<file path="src/hdl/sarrd_pkg.sv">
/*
  package for the serial readout host controller: frame lengths, edge counts and timing.
  assumes a 25 MHz core clock; all times are converted to core cycles here.
*/
package sarrd_pkg;
  // ==========================================================================
  // clock and timing
  localparam int CORE_CLK_MHZ        = 25;
  localparam int CORE_PERIOD_NS      = 1000 / CORE_CLK_MHZ;
  localparam int SCLK_HALF_CYC       = 4;
  localparam int SCLK_MAX_MHZ        = 20;
  localparam int BUS_IDLE_GAP_NS     = 50;
  localparam int SAMPLE_TRACK_NS     = 225;
  localparam int BUS_IDLE_GAP_CYC    = (BUS_IDLE_GAP_NS + CORE_PERIOD_NS - 1) / CORE_PERIOD_NS;
  localparam int SAMPLE_TRACK_CYC    = (SAMPLE_TRACK_NS + CORE_PERIOD_NS - 1) / CORE_PERIOD_NS;
  localparam int PDN_RATE_KSPS       = 333;
  // ==========================================================================
  // frame edge counts
  localparam logic [4:0] FULL_EDGES      = 5'h10;
  localparam logic [4:0] EDGES_12BIT     = 5'h10;
  localparam logic [4:0] EDGES_10BIT     = 5'h0e;
  localparam logic [4:0] EDGES_8BIT      = 5'h0c;
  localparam logic [4:0] PDN_EDGES       = 5'h05;
  localparam logic [4:0] SHORT_DUMMY     = 5'h0a;
  localparam logic [4:0] LEAD_ZEROS      = 5'h04;
  localparam logic [4:0] PDN_WIN_LO      = 5'h02;
  localparam logic [4:0] PDN_WIN_HI      = 5'h0a;
  localparam logic [4:0] TRACK_12BIT     = 5'h0d;
  localparam logic [4:0] TRACK_8BIT      = 5'h0b;
  localparam logic [3:0] SHIFT_W         = 4'hf;
  // ==========================================================================
  // commands and variants
  typedef enum logic [1:0] {SARRD_CMD_CONVERT, SARRD_CMD_DUMMY, SARRD_CMD_SHORT_DUMMY,
                            SARRD_CMD_POWER_DOWN} sarrd_cmd_t;
  typedef enum logic [1:0] {SARRD_VAR_12, SARRD_VAR_10, SARRD_VAR_8} sarrd_var_t;
endpackage

</file>
<file path="src/hdl/sarrd_clkdiv.sv">
/*
  serial clock divider: toggles the serial clock every SCLK_HALF_CYC core cycles while enabled.
  assumes one core clock; emits one-cycle enables for the rising and falling edges it makes.
*/
`timescale 1ns/1ps
module sarrd_clkdiv
  import sarrd_pkg::*;
(
  input  wire logic core_clk,
  input  wire logic srst,
  input  wire logic run,
  output logic      sclk,
  output logic      rise_en,
  output logic      fall_en
);
  // ==========================================================================
  // divider
  logic [2:0] cnt;
  wire        half_done = (cnt == 3'(SCLK_HALF_CYC - 1));

  // idles high so the frame starts with the clock high; the clock is still low when select rises and goes high one cycle later
  always_ff @(posedge core_clk)
  begin
    if (srst || !run)
    begin
      cnt     <= 3'h0;
      sclk    <= 1'b1;
      rise_en <= 1'b0;
      fall_en <= 1'b0;
    end
    else
    begin
      cnt     <= half_done ? 3'h0 : cnt + 3'h1;
      rise_en <= half_done && !sclk;
      fall_en <= half_done && sclk;
      if (half_done)
        sclk <= !sclk;
    end
  end
endmodule // sarrd_clkdiv

</file>
<file path="src/hdl/sarrd_host.sv">
/*
  host controller driving a serial successive-approximation converter: frame select,
  serial clock, capture of the data line, dummy and power-down frames.
  assumes the converter output arrives asynchronously on dout_line; user side on core_clk.
*/
`timescale 1ns/1ps
module sarrd_host
  import sarrd_pkg::*;
(
  input  wire logic        core_clk,
  input  wire logic        srst,
  input  wire logic        req_valid,
  input  wire logic [1:0]  req_cmd,
  input  wire logic [1:0]  variant,
  input  wire logic        rise_capture,
  output logic             req_ready,
  output logic             rsp_valid,
  output logic [11:0]      rsp_data,
  output logic             powered_down,
  output logic             frame_select_n,
  output logic             ser_clk,
  input  wire logic        dout_line
);
  // ==========================================================================
  // state
  typedef enum logic [2:0] {SARRD_IDLE, SARRD_LEAD, SARRD_FRAME, SARRD_GAP,
                            SARRD_DONE} sarrd_state_t;
  sarrd_state_t state;
  sarrd_cmd_t   cmd;
  logic [4:0]   edges;
  logic [4:0]   target;
  logic [15:0]  shreg;
  logic [5:0]   gap_cnt;
  logic         dout_meta;
  logic         dout_sync;
  logic         run;
  logic         sclk_int;
  logic         rise_en;
  logic         fall_en;

  sarrd_clkdiv u_div
  (
    .core_clk (core_clk),
    .srst     (srst),
    .run      (run),
    .sclk     (sclk_int),
    .rise_en  (rise_en),
    .fall_en  (fall_en)
  );

  // ==========================================================================
  // decode
  wire sarrd_cmd_t  in_cmd      = sarrd_cmd_t'(req_cmd);
  wire sarrd_var_t  in_var      = sarrd_var_t'(variant);
  wire logic [4:0]  conv_edges  = (in_var == SARRD_VAR_8)  ? EDGES_8BIT :
                                  (in_var == SARRD_VAR_10) ? EDGES_10BIT :
                                  EDGES_12BIT;
  wire logic [4:0]  next_target = (in_cmd == SARRD_CMD_POWER_DOWN)  ? PDN_EDGES :
                                  (in_cmd == SARRD_CMD_SHORT_DUMMY) ? SHORT_DUMMY :
                                  (in_cmd == SARRD_CMD_DUMMY)       ? FULL_EDGES :
                                  conv_edges;
  // falling-edge capture takes the bit driven by the previous falling edge; rising capture
  // misses the first leading zero but ends on the same last bit, so no realignment
  wire logic        cap_en      = rise_capture ? rise_en : fall_en;
  wire logic        in_frame    = (state == SARRD_FRAME);
  // select rises one core cycle after the last falling edge, never on it, so the
  // converter has counted that edge before it sees the frame end
  wire logic        frame_end   = in_frame && (edges == target);
  wire logic [4:0]  pad         = FULL_EDGES - target;
  wire logic [15:0] full_word   = shreg << pad;
  wire logic        gap_done    = (gap_cnt == 6'(SAMPLE_TRACK_CYC));
  wire logic        take        = req_valid && req_ready;

  // ==========================================================================
  // sequencer
  always_ff @(posedge core_clk)
  begin
    if (srst)
    begin
      state          <= SARRD_IDLE;
      cmd            <= SARRD_CMD_CONVERT;
      target         <= 5'h0;
      gap_cnt        <= 6'h0;
      run            <= 1'b0;
      req_ready      <= 1'b0;
      rsp_valid      <= 1'b0;
      rsp_data       <= 12'h0;
      powered_down   <= 1'b0;
      frame_select_n <= 1'b1;
    end
    else
    begin
      rsp_valid <= 1'b0;
      unique case (state)
        SARRD_IDLE:
        begin
          req_ready <= 1'b1;
          if (take)
          begin
            req_ready      <= 1'b0;
            cmd            <= in_cmd;
            target         <= next_target;
            frame_select_n <= 1'b0;
            state          <= SARRD_LEAD;
          end
        end
        SARRD_LEAD:
        begin
          // one core cycle here before the divider runs; the first pin clock fall comes six core cycles after select falls
          run   <= 1'b1;
          state <= SARRD_FRAME;
        end
        SARRD_FRAME:
        begin
          if (frame_end)
          begin
            // the pin clock is forced back high one core cycle after the divider stops
            run            <= 1'b0;
            frame_select_n <= 1'b1;
            gap_cnt        <= 6'h0;
            state          <= SARRD_GAP;
          end
        end
        SARRD_GAP:
        begin
          gap_cnt <= gap_cnt + 6'h1;
          if (gap_done)
            state <= SARRD_DONE;
        end
        SARRD_DONE:
        begin
          powered_down <= (cmd == SARRD_CMD_POWER_DOWN);
          if (cmd == SARRD_CMD_CONVERT)
          begin
            rsp_valid <= 1'b1;
            rsp_data  <= full_word[11:0];
          end
          state <= SARRD_IDLE;
        end
        // only reachable from a corrupted state code
        default:
        begin
          run            <= 1'b0;
          frame_select_n <= 1'b1;
          state          <= SARRD_IDLE;
        end
      endcase
    end
  end

  // ==========================================================================
  // capture shifter and falling-edge counter
  // cleared at every take so an aborted frame leaves no stale bits for the next word
  always_ff @(posedge core_clk)
  begin
    if (srst || take)
    begin
      edges <= 5'h0;
      shreg <= 16'h0;
    end
    else if (in_frame)
    begin
      if (cap_en)
        shreg <= {shreg[14:0], dout_sync};
      if (fall_en)
        edges <= edges + 5'h1;
    end
  end

  // ==========================================================================
  // serial clock pin
  // forced high once the divider stops, so the pin never lingers low between frames
  always_ff @(posedge core_clk)
  begin
    if (srst)
      ser_clk <= 1'b1;
    else
      ser_clk <= sclk_int || !run;
  end

  // ==========================================================================
  // data line synchroniser
  always_ff @(posedge core_clk)
  begin
    if (srst)
    begin
      dout_meta <= 1'b0;
      dout_sync <= 1'b0;
    end
    else
    begin
      dout_meta <= dout_line;
      dout_sync <= dout_meta;
    end
  end
endmodule // sarrd_host

</file>
<file path="config.mk">
export PLATFORM = sky130hd
export DESIGN_NAME = sarrd_host
export DESIGN_NICKNAME = d
export VERILOG_FILES = /design/src/hdl/sarrd_pkg.sv /design/src/hdl/sarrd_clkdiv.sv /design/src/hdl/sarrd_host.sv
export SDC_FILE = /design/constraint.sdc
export NUM_CORES = 1
export LEC_CHECK = 0
export BUFFER_PORTS_ARGS = -buffer_cell sky130_fd_sc_hd__buf_2
export CAP_MARGIN = 0
export CORE_ASPECT_RATIO = 1.5
export CORE_MARGIN = 2
export CORE_UTILIZATION = 45
export DETAILED_ROUTE_END_ITERATION = 8
export PLACE_DENSITY = 0.65
export SLEW_MARGIN = 20
export SYNTH_ARGS = -nofsm -noshare
export SYNTH_HDL_FRONTEND = slang
export SYNTH_SLANG_ARGS = --single-unit
</file>
<file path="constraint.sdc">
create_clock -name core_clk -period 2.5 [get_ports core_clk]
set_input_delay 0.375 -clock core_clk [delete_from_list [all_inputs] [get_ports core_clk]]
set_output_delay 0.375 -clock core_clk [all_outputs]
set_load 0.03 [all_outputs]
</file>
Word-level counts from Yosys, hierarchy flattened
Cells that the tools add are included.

Register bits after elaboration: 63. Word-level logic and storage cells: 86.

Add/sub/neg operators: 4. Equal/unequal tests: 16. Shift operators: 1. Muxes and demuxes: 19. Bitwise operators: 3. Reductions and logical operators: 24.

Operators by type and width (number): 5-bit 2-to-1 mux (5); 16-bit by 5-bit << shifter with 12-bit output (1); 3-bit one-hot mux with 4 select lines (1); 6-bit one-hot mux with 2 select lines (1); 2-bit AND reduction (6); 3-bit by 2-bit == test with 1-bit output (second input constant) (3); 3-bit 2-to-1 mux (3); 2-bit == test (second input constant) (4); 6-bit by 1-bit adder with 6-bit output (second input constant) (1); 6-bit by 3-bit == test with 1-bit output (second input constant) (1); 1-bit 2-to-1 mux (6); 6-bit 2-to-1 mux (1); 1-bit one-hot mux with 3 select lines (2); 3-bit AND reduction (2); 3-bit OR reduction (2); 5-bit by 1-bit adder with 5-bit output (second input constant) (1); 5-bit == test (1); 5-bit subtractor (first input constant) (1); 2-bit by 1-bit == test with 1-bit output (second input constant) (2); 1-bit logical AND (4); 2-bit != test (second input constant) (2); 2-bit OR reduction (2); 3-bit by 1-bit adder with 3-bit output (second input constant) (1); 3-bit by 1-bit == test with 1-bit output (second input constant) (1); 8 further kinds (13).

Logic depth before layout (Yosys ltp)
Gate-level depths: netlist of the first run.

Word-level depth: 6. Mapped depth: 10. Gate-level depth less buffers: 7.

Hierarchy
From an unflattened synthesis of the first run, not the netlist that was laid out.

Cell total of the unflattened synthesis: 317. Area total of the unflattened synthesis: 2880.3 um^2.

Modules (own cells, without submodules): sarrd_host (instances 1, cells each 299, area an instance 2671.3 um^2, seq. area each 1061.0 um^2); sarrd_clkdiv (instances 1, cells each 18, area an instance 209.0 um^2, seq. area each 120.1 um^2).

Least setup slack after synthesis of the first run
OpenSTA, ideal clock, no wires.

Path kind: reg2reg. From: register target[0]. To: register rsp_data[11]. Data arrival time: 1932 ps. Required time: 2383 ps. Slack: 450 ps. Stages on the path, launching flop included: 10. Period minus slack after synthesis: 2050 ps. Cell sequence: dfxtp_1 -> buf_6 -> buf_6 -> inv_1 -> ha_1 -> buf_2 -> mux4_2 -> nand2_1 -> nand3_1 -> a32o_1.

Cells in the longest elaborated chain, start to end: 2.

Ends and longest elaborated chain: start: declaration (RTL line sarrd_host.sv:31) `logic [4:0] target;`; start signal: assignment (RTL line sarrd_host.sv:102) `target <= next_target;`; 5-bit subtractor (RTL line sarrd_host.sv:69) `wire logic [4:0] pad = FULL_EDGES - target;`; 16-bit by 5-bit << shifter with 12-bit output (RTL line sarrd_host.sv:70) `wire logic [15:0] full_word = shreg << pad;`; end signal: assignment (RTL line sarrd_host.sv:136) `rsp_data <= full_word[11:0];`; end: declaration (RTL line sarrd_host.sv:18) `output logic [11:0] rsp_data,`.

Every way passes these cells. A chain may end at the register's enable or synchronous reset.

Final worst setup path of the first run
From: register target[1]. To: register rsp_data[10].

The elaborated chain is that of the path after synthesis.

==> summary.txt, run 1 <==
Metal3 WL = 159 um
Gr ovfl total = 0
Pwr dens = 658 nW/um^2
Routed Wire Length = 5.72 mm
Area of the die = 7240 um^2
Iter 0 DRT Violations = 84
Final Wtd Congestion = 0.776
Most frequent cells in the layout = dfxtp_1, nor2_1, nand2_1
Synth async-reset ratio = 0%
Vias in the first global route = 2099
Worst-path clk slew = 60 ps
ANT cells = 0
IO Port Bufs = 25
Max Clock Freq = 0.472 GHz
Worst Setup SP = target[1]$_SDFFE_PP0P_
VDD IR max = 0.318 mV
Initial Utilization = 45.8%
Hold violation count in the final report = 0
Largest stage delay on the critical path = 570 ps
Post-CTS Resized = 0
Cts hold-fix bufs = 0
Crit. End Element = flop
Clock skew = 5.64 ps
Tot GR Track Use = 16.9%
H-tree levels = 3
Startpoint types = flop
Ys flop type = dfxtp_1
Multi-input combinational cell area = 1630 um^2
RR Endpoint = rsp_data[10]$_SDFFE_PP0P_
Final setup vio count = 0
# clock sinks = 59
Antenna viol nets, final = 0
Number of synthesized register bits = 59
Area taken by flip-flops and latches = 1180 um^2
Largest net degree at the start of global routing = 30
Most common cell after layout, fill and taps aside = dfxtp_1
Antenna violations before repair = 0
Syn Nets = 339
FF-to-FF setup slack = 380 ps
Class of the worst hold path = in2reg
Final Slew Violations = 0
WP data arrival = 2340 ps
Crit path max-delay cell type = ha_1
Slew HR = 58.7%
DRC = 0
Worst-Margin Slew = 619 ps
FP Rows = 36
# fillers = 633
Die span in y = 103 um
Area delta synth->final = 10.5%
CP Max Fanout = 13
RSZ-0062 raised after global routing = false
Layout cells sized above 1 = 18.7%
R2R Path Start = target[1]$_SDFFE_PP0P_
Minimum clock period = 2120 ps
Met1 wire length = 2.36 mm
Critical Path RT = 2720 ps
Post-DP HPWL = 4.22 mm
Met2 routed WL = 3.05 mm
Vias = 2334
Max-cap violation count = 0
Post-synth EDFFs = 0
Cell variety after synth = 60
IO Pins = 26
Clock buffer depth = 2
CTS tree = built
Top Layer Used = met4
First-pass GRT wire length = 9.67 mm
Worst-path cell chain = inv_1 -> ha_1 -> mux2i_1 -> o22a_1 -> nor2_1 -> a22oi_1 -> a21oi_1
Synthesized instance count = 323
Final worst-path cycle share = 84.8%
Drt wl/cell = 13.5 um
Chip Width = 70.1 um
HP Start = dout_line
Worst skew pair latency = 340 ps
Post-synthesis sequential area ratio = 40.0%
Num CTS Buffers = 9
Cell Area, Synth = 2950 um^2
Fin nets = 359
Post-Route Setup TNS = 0 ps
Worst setup path category = reg2reg
Core area = 6440 um^2
FF-to-FF path depth = 7
1st-pass router iterations = 4
Final Core Density = 50.6%
Leakage = 1.24 nW
Post-CTS Setup Bufs = 0
Status = completed
Syn_area_per_cell = 9.14 um^2
Vias/cell = 5.52
Root Buffer = clkbuf_8
Warnings from Yosys = 0
Setup crit end = rsp_data[10]$_SDFFE_PP0P_
-- critical path, delay by kind of cell (launching register included) --
| kind | cells | cell delay, ps |
|---|---|---|
| fa+ha+maj | 1 | 570 |
| compound gates | 3 | 510 |
| flops | 1 | 450 |
| mux | 1 | 340 |
| buf+inv | 1 | 70 |
| simple gates | 1 | 50 |
-- worst min path at each step --
stage                                          to  depth (start not counted)  slack, ps
after floorplan           u_div.cnt[0]$_SDFF_PP0_                          1        400
after global placement    u_div.cnt[0]$_SDFF_PP0_                          1        410
after detailed placement  u_div.cnt[0]$_SDFF_PP0_                          1        430
after CTS                    dout_meta$_SDFF_PP0_                          2        230
after global routing         dout_meta$_SDFF_PP0_                          2        240
final                        dout_meta$_SDFF_PP0_                          2        240
-- per-stage QoR --
| stage | hold slack [ps] | std cells | power, mW | worst slack [ps] | cell area (um^2) |
|---|---|---|---|---|---|
| after floorplan | 404 | 323 | 1.31 | 450 | 2950 |
| after global placement | 413 | 408 | 1.37 | 478 | 3080 |
| after detailed placement | 429 | 408 | 1.38 | 417 | 3080 |
| after CTS | 233 | 423 | 2.16 | 400 | 3260 |
| after global routing | 237 | 423 | 2.25 | 192 | 3260 |
| final | 242 | 423 | 2.15 | 381 | 3260 |
-- layout make-up --
class	instances	share of cell area, %
timing repair buffer	28	4.53
clock buffer	13	5.18
clock inverter	2	0.307
multi-input combinational	237	49.9
sequential	59	36.2
inverter	8	0.921
tap	76	2.92
-- report_power, final --
group	switching (mW)	leakage (nW)	total, mW	internal (mW)
sequential	0.0472	0.477	1.02	0.975
combinational	0.208	0.668	0.336	0.128
clock	0.355	0.0953	0.787	0.432
total	0.610	1.24	2.15	1.54
-- sequential cells by signal, indices dropped and copies added, names as in the netlist, 2 cells and up --
| name | cells |
|---|---|
| edges | 5 |
| cmd | 2 |
| shreg | 12 |
| gap_cnt | 6 |
| rsp_data | 12 |
| state | 3 |
| target | 5 |
| u_div.cnt | 3 |
-- layer usage --
metal	vias to the layer above	global-route usage, %
met5	-	0
met4	0	9.02
met3	14	4.17
met2	32	30.9
met1	1119	18.1
li1	1169	-
-- cells by family (layout without fill, tap and decap cells) --
kind of cell	count (synthesis)	after routing	synth area share [%]
AO/OA/AOI/OAI	52	52	11.8
XOR/XNOR	13	13	4.62
adder cells (fa/ha/maj)	7	7	2.97
buffers and inverters	27	51	4.83
flip-flops	59	59	40.0
multiplexers	29	29	13.3
AND/OR/NAND/NOR	136	136	22.5
-- cell usage after synthesis (all sizes together), types with 2 or more instances --
cell type  instances  area [um^2]
o21ai              9         45.0
ha                 7         87.6
buf               12         86.3
a22o               2         17.5
mux4               8          180
a211oi             3         22.5
nand4              5         31.3
a21oi             15         75.1
xnor2              3         33.8
nand2b             4         25.0
inv                8         30.0
or2                5         31.3
nor2b              7         43.8
a2bb2oi            2         17.5
and3               3         18.8
o21a               2         15.0
mux2i             20          200
a22oi              6         45.0
nor3              12         70.1
nand3              5         25.0
clkbuf             7         26.3
nor3b              4         35.0
xor2              10          103
dfxtp             59         1180
or3                3         23.8
nor2              48          190
a31oi              2         12.5
nand2             35          131
Note: power is estimated with default switching activity, not from simulation.
==> run 2: changes to the inputs <==
Settings changed: PLACE_DENSITY 0.65 to 0.67.
Clock period 2.5 ns to 1.85 ns, I/O delays scaled along.
==> summary.txt, run 2 (synthesis gave the netlist of run 1 again) <==
Root Buffer = clkbuf_8
# clock sinks = 59 (unchanged)
Clock network fraction of design power = 37.9% (+1.2 points)
Worst-Margin Slew = 595 ps (-24.1 ps)
Core area = 6440 um^2 (unchanged)
Worst-path clk slew = 60 ps (about the same)
Fin nets = 367 (+2.2%)
Startpoint types = flop
Cell family with most CP delay = flip-flops
Num CTS Buffers = 9 (unchanged)
VDD IR max = 0.677 mV (+110%)
WP data arrival = 2000 ps (-340 ps)
WHS = 183 ps (-58.6 ps)
Most common cell after layout, fill and taps aside = dfxtp_1
Die span in y = 103 um (unchanged)
Area of the die = 7240 um^2 (unchanged)
Slew HR = 60.3% (+1.6 points)
Sw frac = 27.8% (-0.62 points)
Largest stage delay on the critical path = 360 ps (-210 ps)
Chip Width = 70.1 um (unchanged)
FP Rows = 36 (unchanged)
Antenna viol nets, final = 0 (unchanged)
Largest regs = rsp_data x12, shreg x12, gap_cnt x6
H-tree levels = 3 (unchanged)
Sequential power share = 45.6% (-2.1 points)
CP Max Fanout = 8 (-5)
Layout cells sized above 1 = 22.5% (+3.8 points)
Tot GR Track Use = 17.3% (+0.37 points)
Initial Utilization = 45.8% (unchanged)
Routed Wire Length = 5.73 mm (+0.26%)
1st-pass router iterations = 4 (unchanged)
FF-to-FF setup slack = 80 ps (-300 ps)
ANT cells = 0 (unchanged)
Pint = 2.18 mW (+42%)
Final worst-path cycle share = 95.7% (+11 points)
Class of the worst hold path = in2reg
Post-Route Setup TNS = 0 ps (unchanged)
Buf+Inv Stages, Crit Path = 2 (+1)
CTS tree = built
Max Clock Freq = 0.565 GHz (+20%)
Max-cap violation count = 0 (unchanged)
Antenna violations before repair = 0 (unchanged)
Vias in the first global route = 2195 (+4.6%)
Clock buffer depth = 2 (unchanged)
Post-DP HPWL = 4.24 mm (+0.41%)
Worst skew pair latency = 330 ps (about the same)
Gr ovfl total = 0 (unchanged)
Final Wtd Congestion = 0.790 (+1.8%)
Crit. End Element = flop
Minimum clock period = 1770 ps (-350 ps)
Worst setup path category = reg2reg
Final setup vio count = 0 (unchanged)
Drt wl/cell = 13.3 um (-1.6%)
Leakage = 1.30 nW (+5.1%)
Vias/cell = 5.40 (-2.2%)
Combinational power share = 16.5% (+0.8 points)
Most frequent cells in the layout = dfxtp_1, nor2_1, nand2_1
Final Slew Violations = 0 (unchanged)
Crit path max-delay cell type = dfxtp_1
Pwr dens = 889 nW/um^2 (+35%)
Iter 0 DRT Violations = 126 (+50%)
Critical Path RT = 2080 ps (-640 ps)
DRC = 0 (unchanged)
Worst-path cell chain = inv_2 -> ha_4 -> buf_12 -> mux4_2 -> nand2_1 -> nand3_1 -> a32o_1
Largest net degree at the start of global routing = 33 (+10%)
IO Pins = 26 (unchanged)
Area delta synth->final = 15.2%
Final Non-Filler Cells = 431 (+1.9%)
NetSw = 841 uW (+38%)
Vias = 2326 (-0.34%)
First-pass GRT wire length = 9.82 mm (+1.6%)
RSZ-0062 raised after global routing = false
Status = completed
Placed insts = 415 (+1.7%)
Hold violation count in the final report = 0 (unchanged)
Clock skew = 5.44 ps (-0.198 ps)
IO Port Bufs = 25 (unchanged)
==> run 2: cell types whose count changed in the layout (fill, tap and decap cells not counted), sizes merged <==
cell	change
buf	+8
clkbuf	+1
clkinv	-1
==> run 2: worst reg2reg max path: stages, from the launching register on <==
cell     delay (ps)
dfxtp_1         360
inv_2            80
ha_4            330
buf_12          130
mux4_2          330
nand2_1          80
nand3_1          90
a32o_1          260
==> run 2: power groups by stage <==
| stage | Combinational (mW) | Sequential, mW | Clock, mW |
|---|---|---|---|
| 2_1_floorplan | 0.374 | 1.40 | 0 |
| 3_3_place_gp | 0.474 | 1.40 | 0 |
| 3_5_place_dp | 0.484 | 1.40 | 0 |
| 4_1_cts | 0.485 | 1.38 | 1.17 |
| 5_1_grt | 0.552 | 1.39 | 1.23 |
| 6_report | 0.498 | 1.38 | 1.15 |
==> run 2: through the flow <==
step	utilization, %	worst slack, ps	power (mW)	instance area (um^2)
global route	52.8	18.7	3.16	3400
finish	52.8	80.2	3.02	3400
floorplan	-	1.30	1.77	2980
detailed placement	49.1	119	1.89	3160
global placement	49.1	145	1.88	3160
CTS	52.1	100	3.03	3360
==> run 2: metal layers <==
layer | vias to the layer above | track usage (%) | routed length, um
met5 | - | 0 | 0
met4 | 0 | 8.43 | 127
met3 | 10 | 5.14 | 191
met2 | 33 | 31.3 | 3020
met1 | 1099 | 18.5 | 2400
li1 | 1184 | - | -
==> run 2: path summary, 6_finish.rpt <==
path / from / depth (start not counted) / end
max reg2reg: target[0]$_SDFFE_PP0P_ / 7 / rsp_data[11]$_SDFFE_PP0P_
min reg2reg: u_div.cnt[0]$_SDFF_PP0_ / 1 / u_div.cnt[0]$_SDFF_PP0_
min: dout_line / 2 / dout_meta$_SDFF_PP0_
max: target[0]$_SDFFE_PP0P_ / 7 / rsp_data[11]$_SDFFE_PP0P_
==> run 2: final cells by class <==
cell class / count / area (um^2)
fillers: 581 / 3040
multi-input cells: 237 / 1660
repair buffers: 36 / 233
flip-flops and latches: 59 / 1180
clock buffers: 14 / 193
inverters: 8 / 30.0
clock inverters: 1 / 5.00
well taps: 76 / 95.1
==> run 2: repair_timing <==
action | 4_1_cts | 5_1_grt
gates resized for setup | 0 | 5
hold buffers | 0 | 0
setup buffers | 0 | 1
endpoints found under the setup margin | 0 | 11
==> run 3: changes to the inputs <==
Settings changed: ABC_AREA set to 1, SKIP_LAST_GASP set to 1.
==> summary.txt, run 3 <==
Crit. End Element = flop
Worst Slack Setup Final = 231 ps (+151 ps)
Synth top cells by count = nand2_1, nand3_1, dfxtp_1
Largest stage delay on the critical path = 320 ps (-40 ps)
Vias = 2793 (+20%)
Final setup vio count = 0 (unchanged)
Syn_area_per_cell = 6.87 um^2 (-25%)
1st-pass router iterations = 4 (unchanged)
Cts hold-fix bufs = 0 (unchanged)
VDD IR max = 0.649 mV (-4.2%)
Minimum clock period = 1620 ps (-151 ps)
Max-cap violation count = 0 (unchanged)
Die span in y = 103 um (-0.53%)
Post-synthesis sequential area ratio = 40.4% (+0.45 points)
Worst-Margin Slew = 541 ps (-54.5 ps)
Layout cells sized above 1 = 15.0% (-7.5 points)
Chip Width = 69.8 um (-0.52%)
Ys flop type = dfxtp_1
Post-Route Setup TNS = 0 ps (unchanged)
WP data arrival = 1830 ps (-170 ps)
First-pass GRT wire length = 11.4 mm (+16%)
Final Slew Violations = 0 (unchanged)
Vias/cell = 5.22 (-3.3%)
Dpl cell area = 3130 um^2 (-1.1%)
Worst skew pair latency = 330 ps (about the same)
Most common cell after layout, fill and taps aside = nand2_1
IO Port Bufs = 25 (unchanged)
Final worst-path cycle share = 87.5% (-8.1 points)
Hold violation count in the final report = 0 (unchanged)
Area delta synth->final = 13.2%
RSZ-0062 raised after global routing = false
Max Clock Freq = 0.618 GHz (+9.3%)
CTS tree = built
Final Wtd Congestion = 0.922 (+17%)
Largest regs = rsp_data x12, shreg x12, gap_cnt x6
Post-synth top area cell = dfxtp_1
H-tree levels = 3 (unchanged)
Cell variety after synth = 34 (-43%)
Post-synth EDFFs = 0 (unchanged)
Cell Area, Synth = 2920 um^2 (-1.1%)
Number of synthesized register bits = 59 (unchanged)
Leakage = 1.44 nW (+10%)
Routed Wire Length = 6.62 mm (+15%)
Final design area excluding fillers = 3300 um^2 (-2.8%)
Antenna violations before repair = 0 (unchanged)
Vias in the first global route = 2656 (+21%)
Class of the worst hold path = in2reg
Root Buffer = clkbuf_8
WHS = 142 ps (-40.9 ps)
# clock sinks = 59 (unchanged)
Syn Nets = 441 (+30%)
Warnings from Yosys = 0 (unchanged)
Tot GR Track Use = 19.8% (+2.5 points)
Post-DP HPWL = 4.91 mm (+16%)
Multi-input combinational cell area = 1500 um^2 (-9.8%)
Most instantiated library cell after synthesis = nand2_1
Antenna viol nets, final = 0 (unchanged)
Largest cells by area after synthesis = dfxtp_1, nand2_1, nand3_1, a21oi_1, inv_1
Num CTS Buffers = 9 (unchanged)
Initial Utilization = 45.7% (-0.19 points)
Crit path max-delay cell type = dfxtp_1
ANT cells = 0 (unchanged)
IO Pins = 26 (unchanged)
Slew HR = 63.9% (+3.5 points)
Most frequent cells in the layout = nand2_1, nand3_1, dfxtp_1
# fillers = 681 (+17%)
Dpl ws = 257 ps (+137 ps)
Clock buffer depth = 2 (unchanged)
Core area = 6400 um^2 (-0.70%)
Drt wl/cell = 12.4 um (-7.0%)
Clock skew = 3.81 ps (-1.62 ps)
Worst-path clk slew = 60 ps (about the same)
Worst setup path category = reg2reg
Area taken by flip-flops and latches = 1180 um^2 (-0.11%)
Post-CTS Resized = 0 (unchanged)
Post-CTS Setup Bufs = 0 (unchanged)
Synth async-reset ratio = 0% (unchanged)
Iter 0 DRT Violations = 173 (+37%)
Most frequent CP cell = nand3_1
Area of the die = 7160 um^2 (-1.0%)
Share of the synthesized area in the top cell type = 40.4% (+0.45 points)
DRC = 0 (unchanged)
Pwr dens = 1000 nW/um^2 (+13%)
Startpoint types = flop
Status = completed
FP Rows = 36 (unchanged)
Fin nets = 471 (+28%)
CP Max Fanout = 12 (+4)
Synthesized instance count = 425 (+32%)
Worst-path cell chain = inv_1 -> ha_1 -> inv_1 -> nand3_1 -> nand3_1 -> nand3_1 -> nand2_1 -> a21oi_1
Largest net degree at the start of global routing = 26 (-21%)
Critical Path RT = 2070 ps (about the same)
Gr ovfl total = 0 (unchanged)
## run 3: worst max-delay path: cells and delay by family, from the launching register on
kind / cells / cell delay [ps]
AOI/OAI and AO/OA: 1 / 50
adders and majority gates: 1 / 310
buffers and inverters: 2 / 380
DFF: 1 / 320
and+or+nand+nor: 4 / 430
## run 3: cell type report
| cell class | instances | share of cell area [%] |
|---|---|---|
| Multi-Input combinational cell | 309 | 45.4 |
| Sequential cell | 59 | 35.7 |
| Timing Repair Buffer | 33 | 5.60 |
| Clock buffer | 13 | 5.11 |
| Inverter | 43 | 4.96 |
| Tap cell | 76 | 2.88 |
| Clock inverter | 2 | 0.303 |
## run 3: power breakdown
group          leakage (nW)  internal (mW)  switching [mW]
combinational         0.865          0.273           0.565
clock                0.0953          0.584           0.484
sequential            0.477           1.35          0.0633
## run 3: logic make-up (layout without fill, tap and decap cells)
group                      after synthesis  count (layout)  share of synthesized area, %
and+or+nand+nor                        240             240                          36.5
AOI/OAI and AO/OA                       60              60                          11.0
DFF                                     59              59                          40.4
buffers and inverters                   57              91                          8.18
adders and majority gates                7               7                          3.00
xor gates and xnor gates                 2               2                         0.857
## run 3: per-layer routing
layer  up-vias  GRT usage (%)  part of all wire (%)
li1       1439              -                     -
met5         -              0                     0
met2        50           37.9                    54
met3        11           4.69                   3.2
met1      1293           21.2                    41
met4         0           6.80                   1.5
## run 3: path summary, 6_finish.rpt
check | startpoint | end | slack, ps | cells after the start
setup / recovery | target[1]$_SDFFE_PP0P_ | rsp_data[11]$_SDFFE_PP0P_ | 230 | 8
setup reg to reg | target[1]$_SDFFE_PP0P_ | rsp_data[11]$_SDFFE_PP0P_ | 230 | 8
hold reg to reg | dout_meta$_SDFF_PP0_ | dout_sync$_SDFF_PP0_ | 410 | 2
hold / removal | dout_line | dout_meta$_SDFF_PP0_ | 140 | 3
## run 3: per-stage QoR
step                std cells  power, mW  utilization, %
floorplan                 425       2.09               -
global placement          520       2.27            48.9
detailed placement        520       2.28            48.9
CTS                       535       3.34            51.7
global route              535       3.52            51.7
finish                    535       3.32            51.7
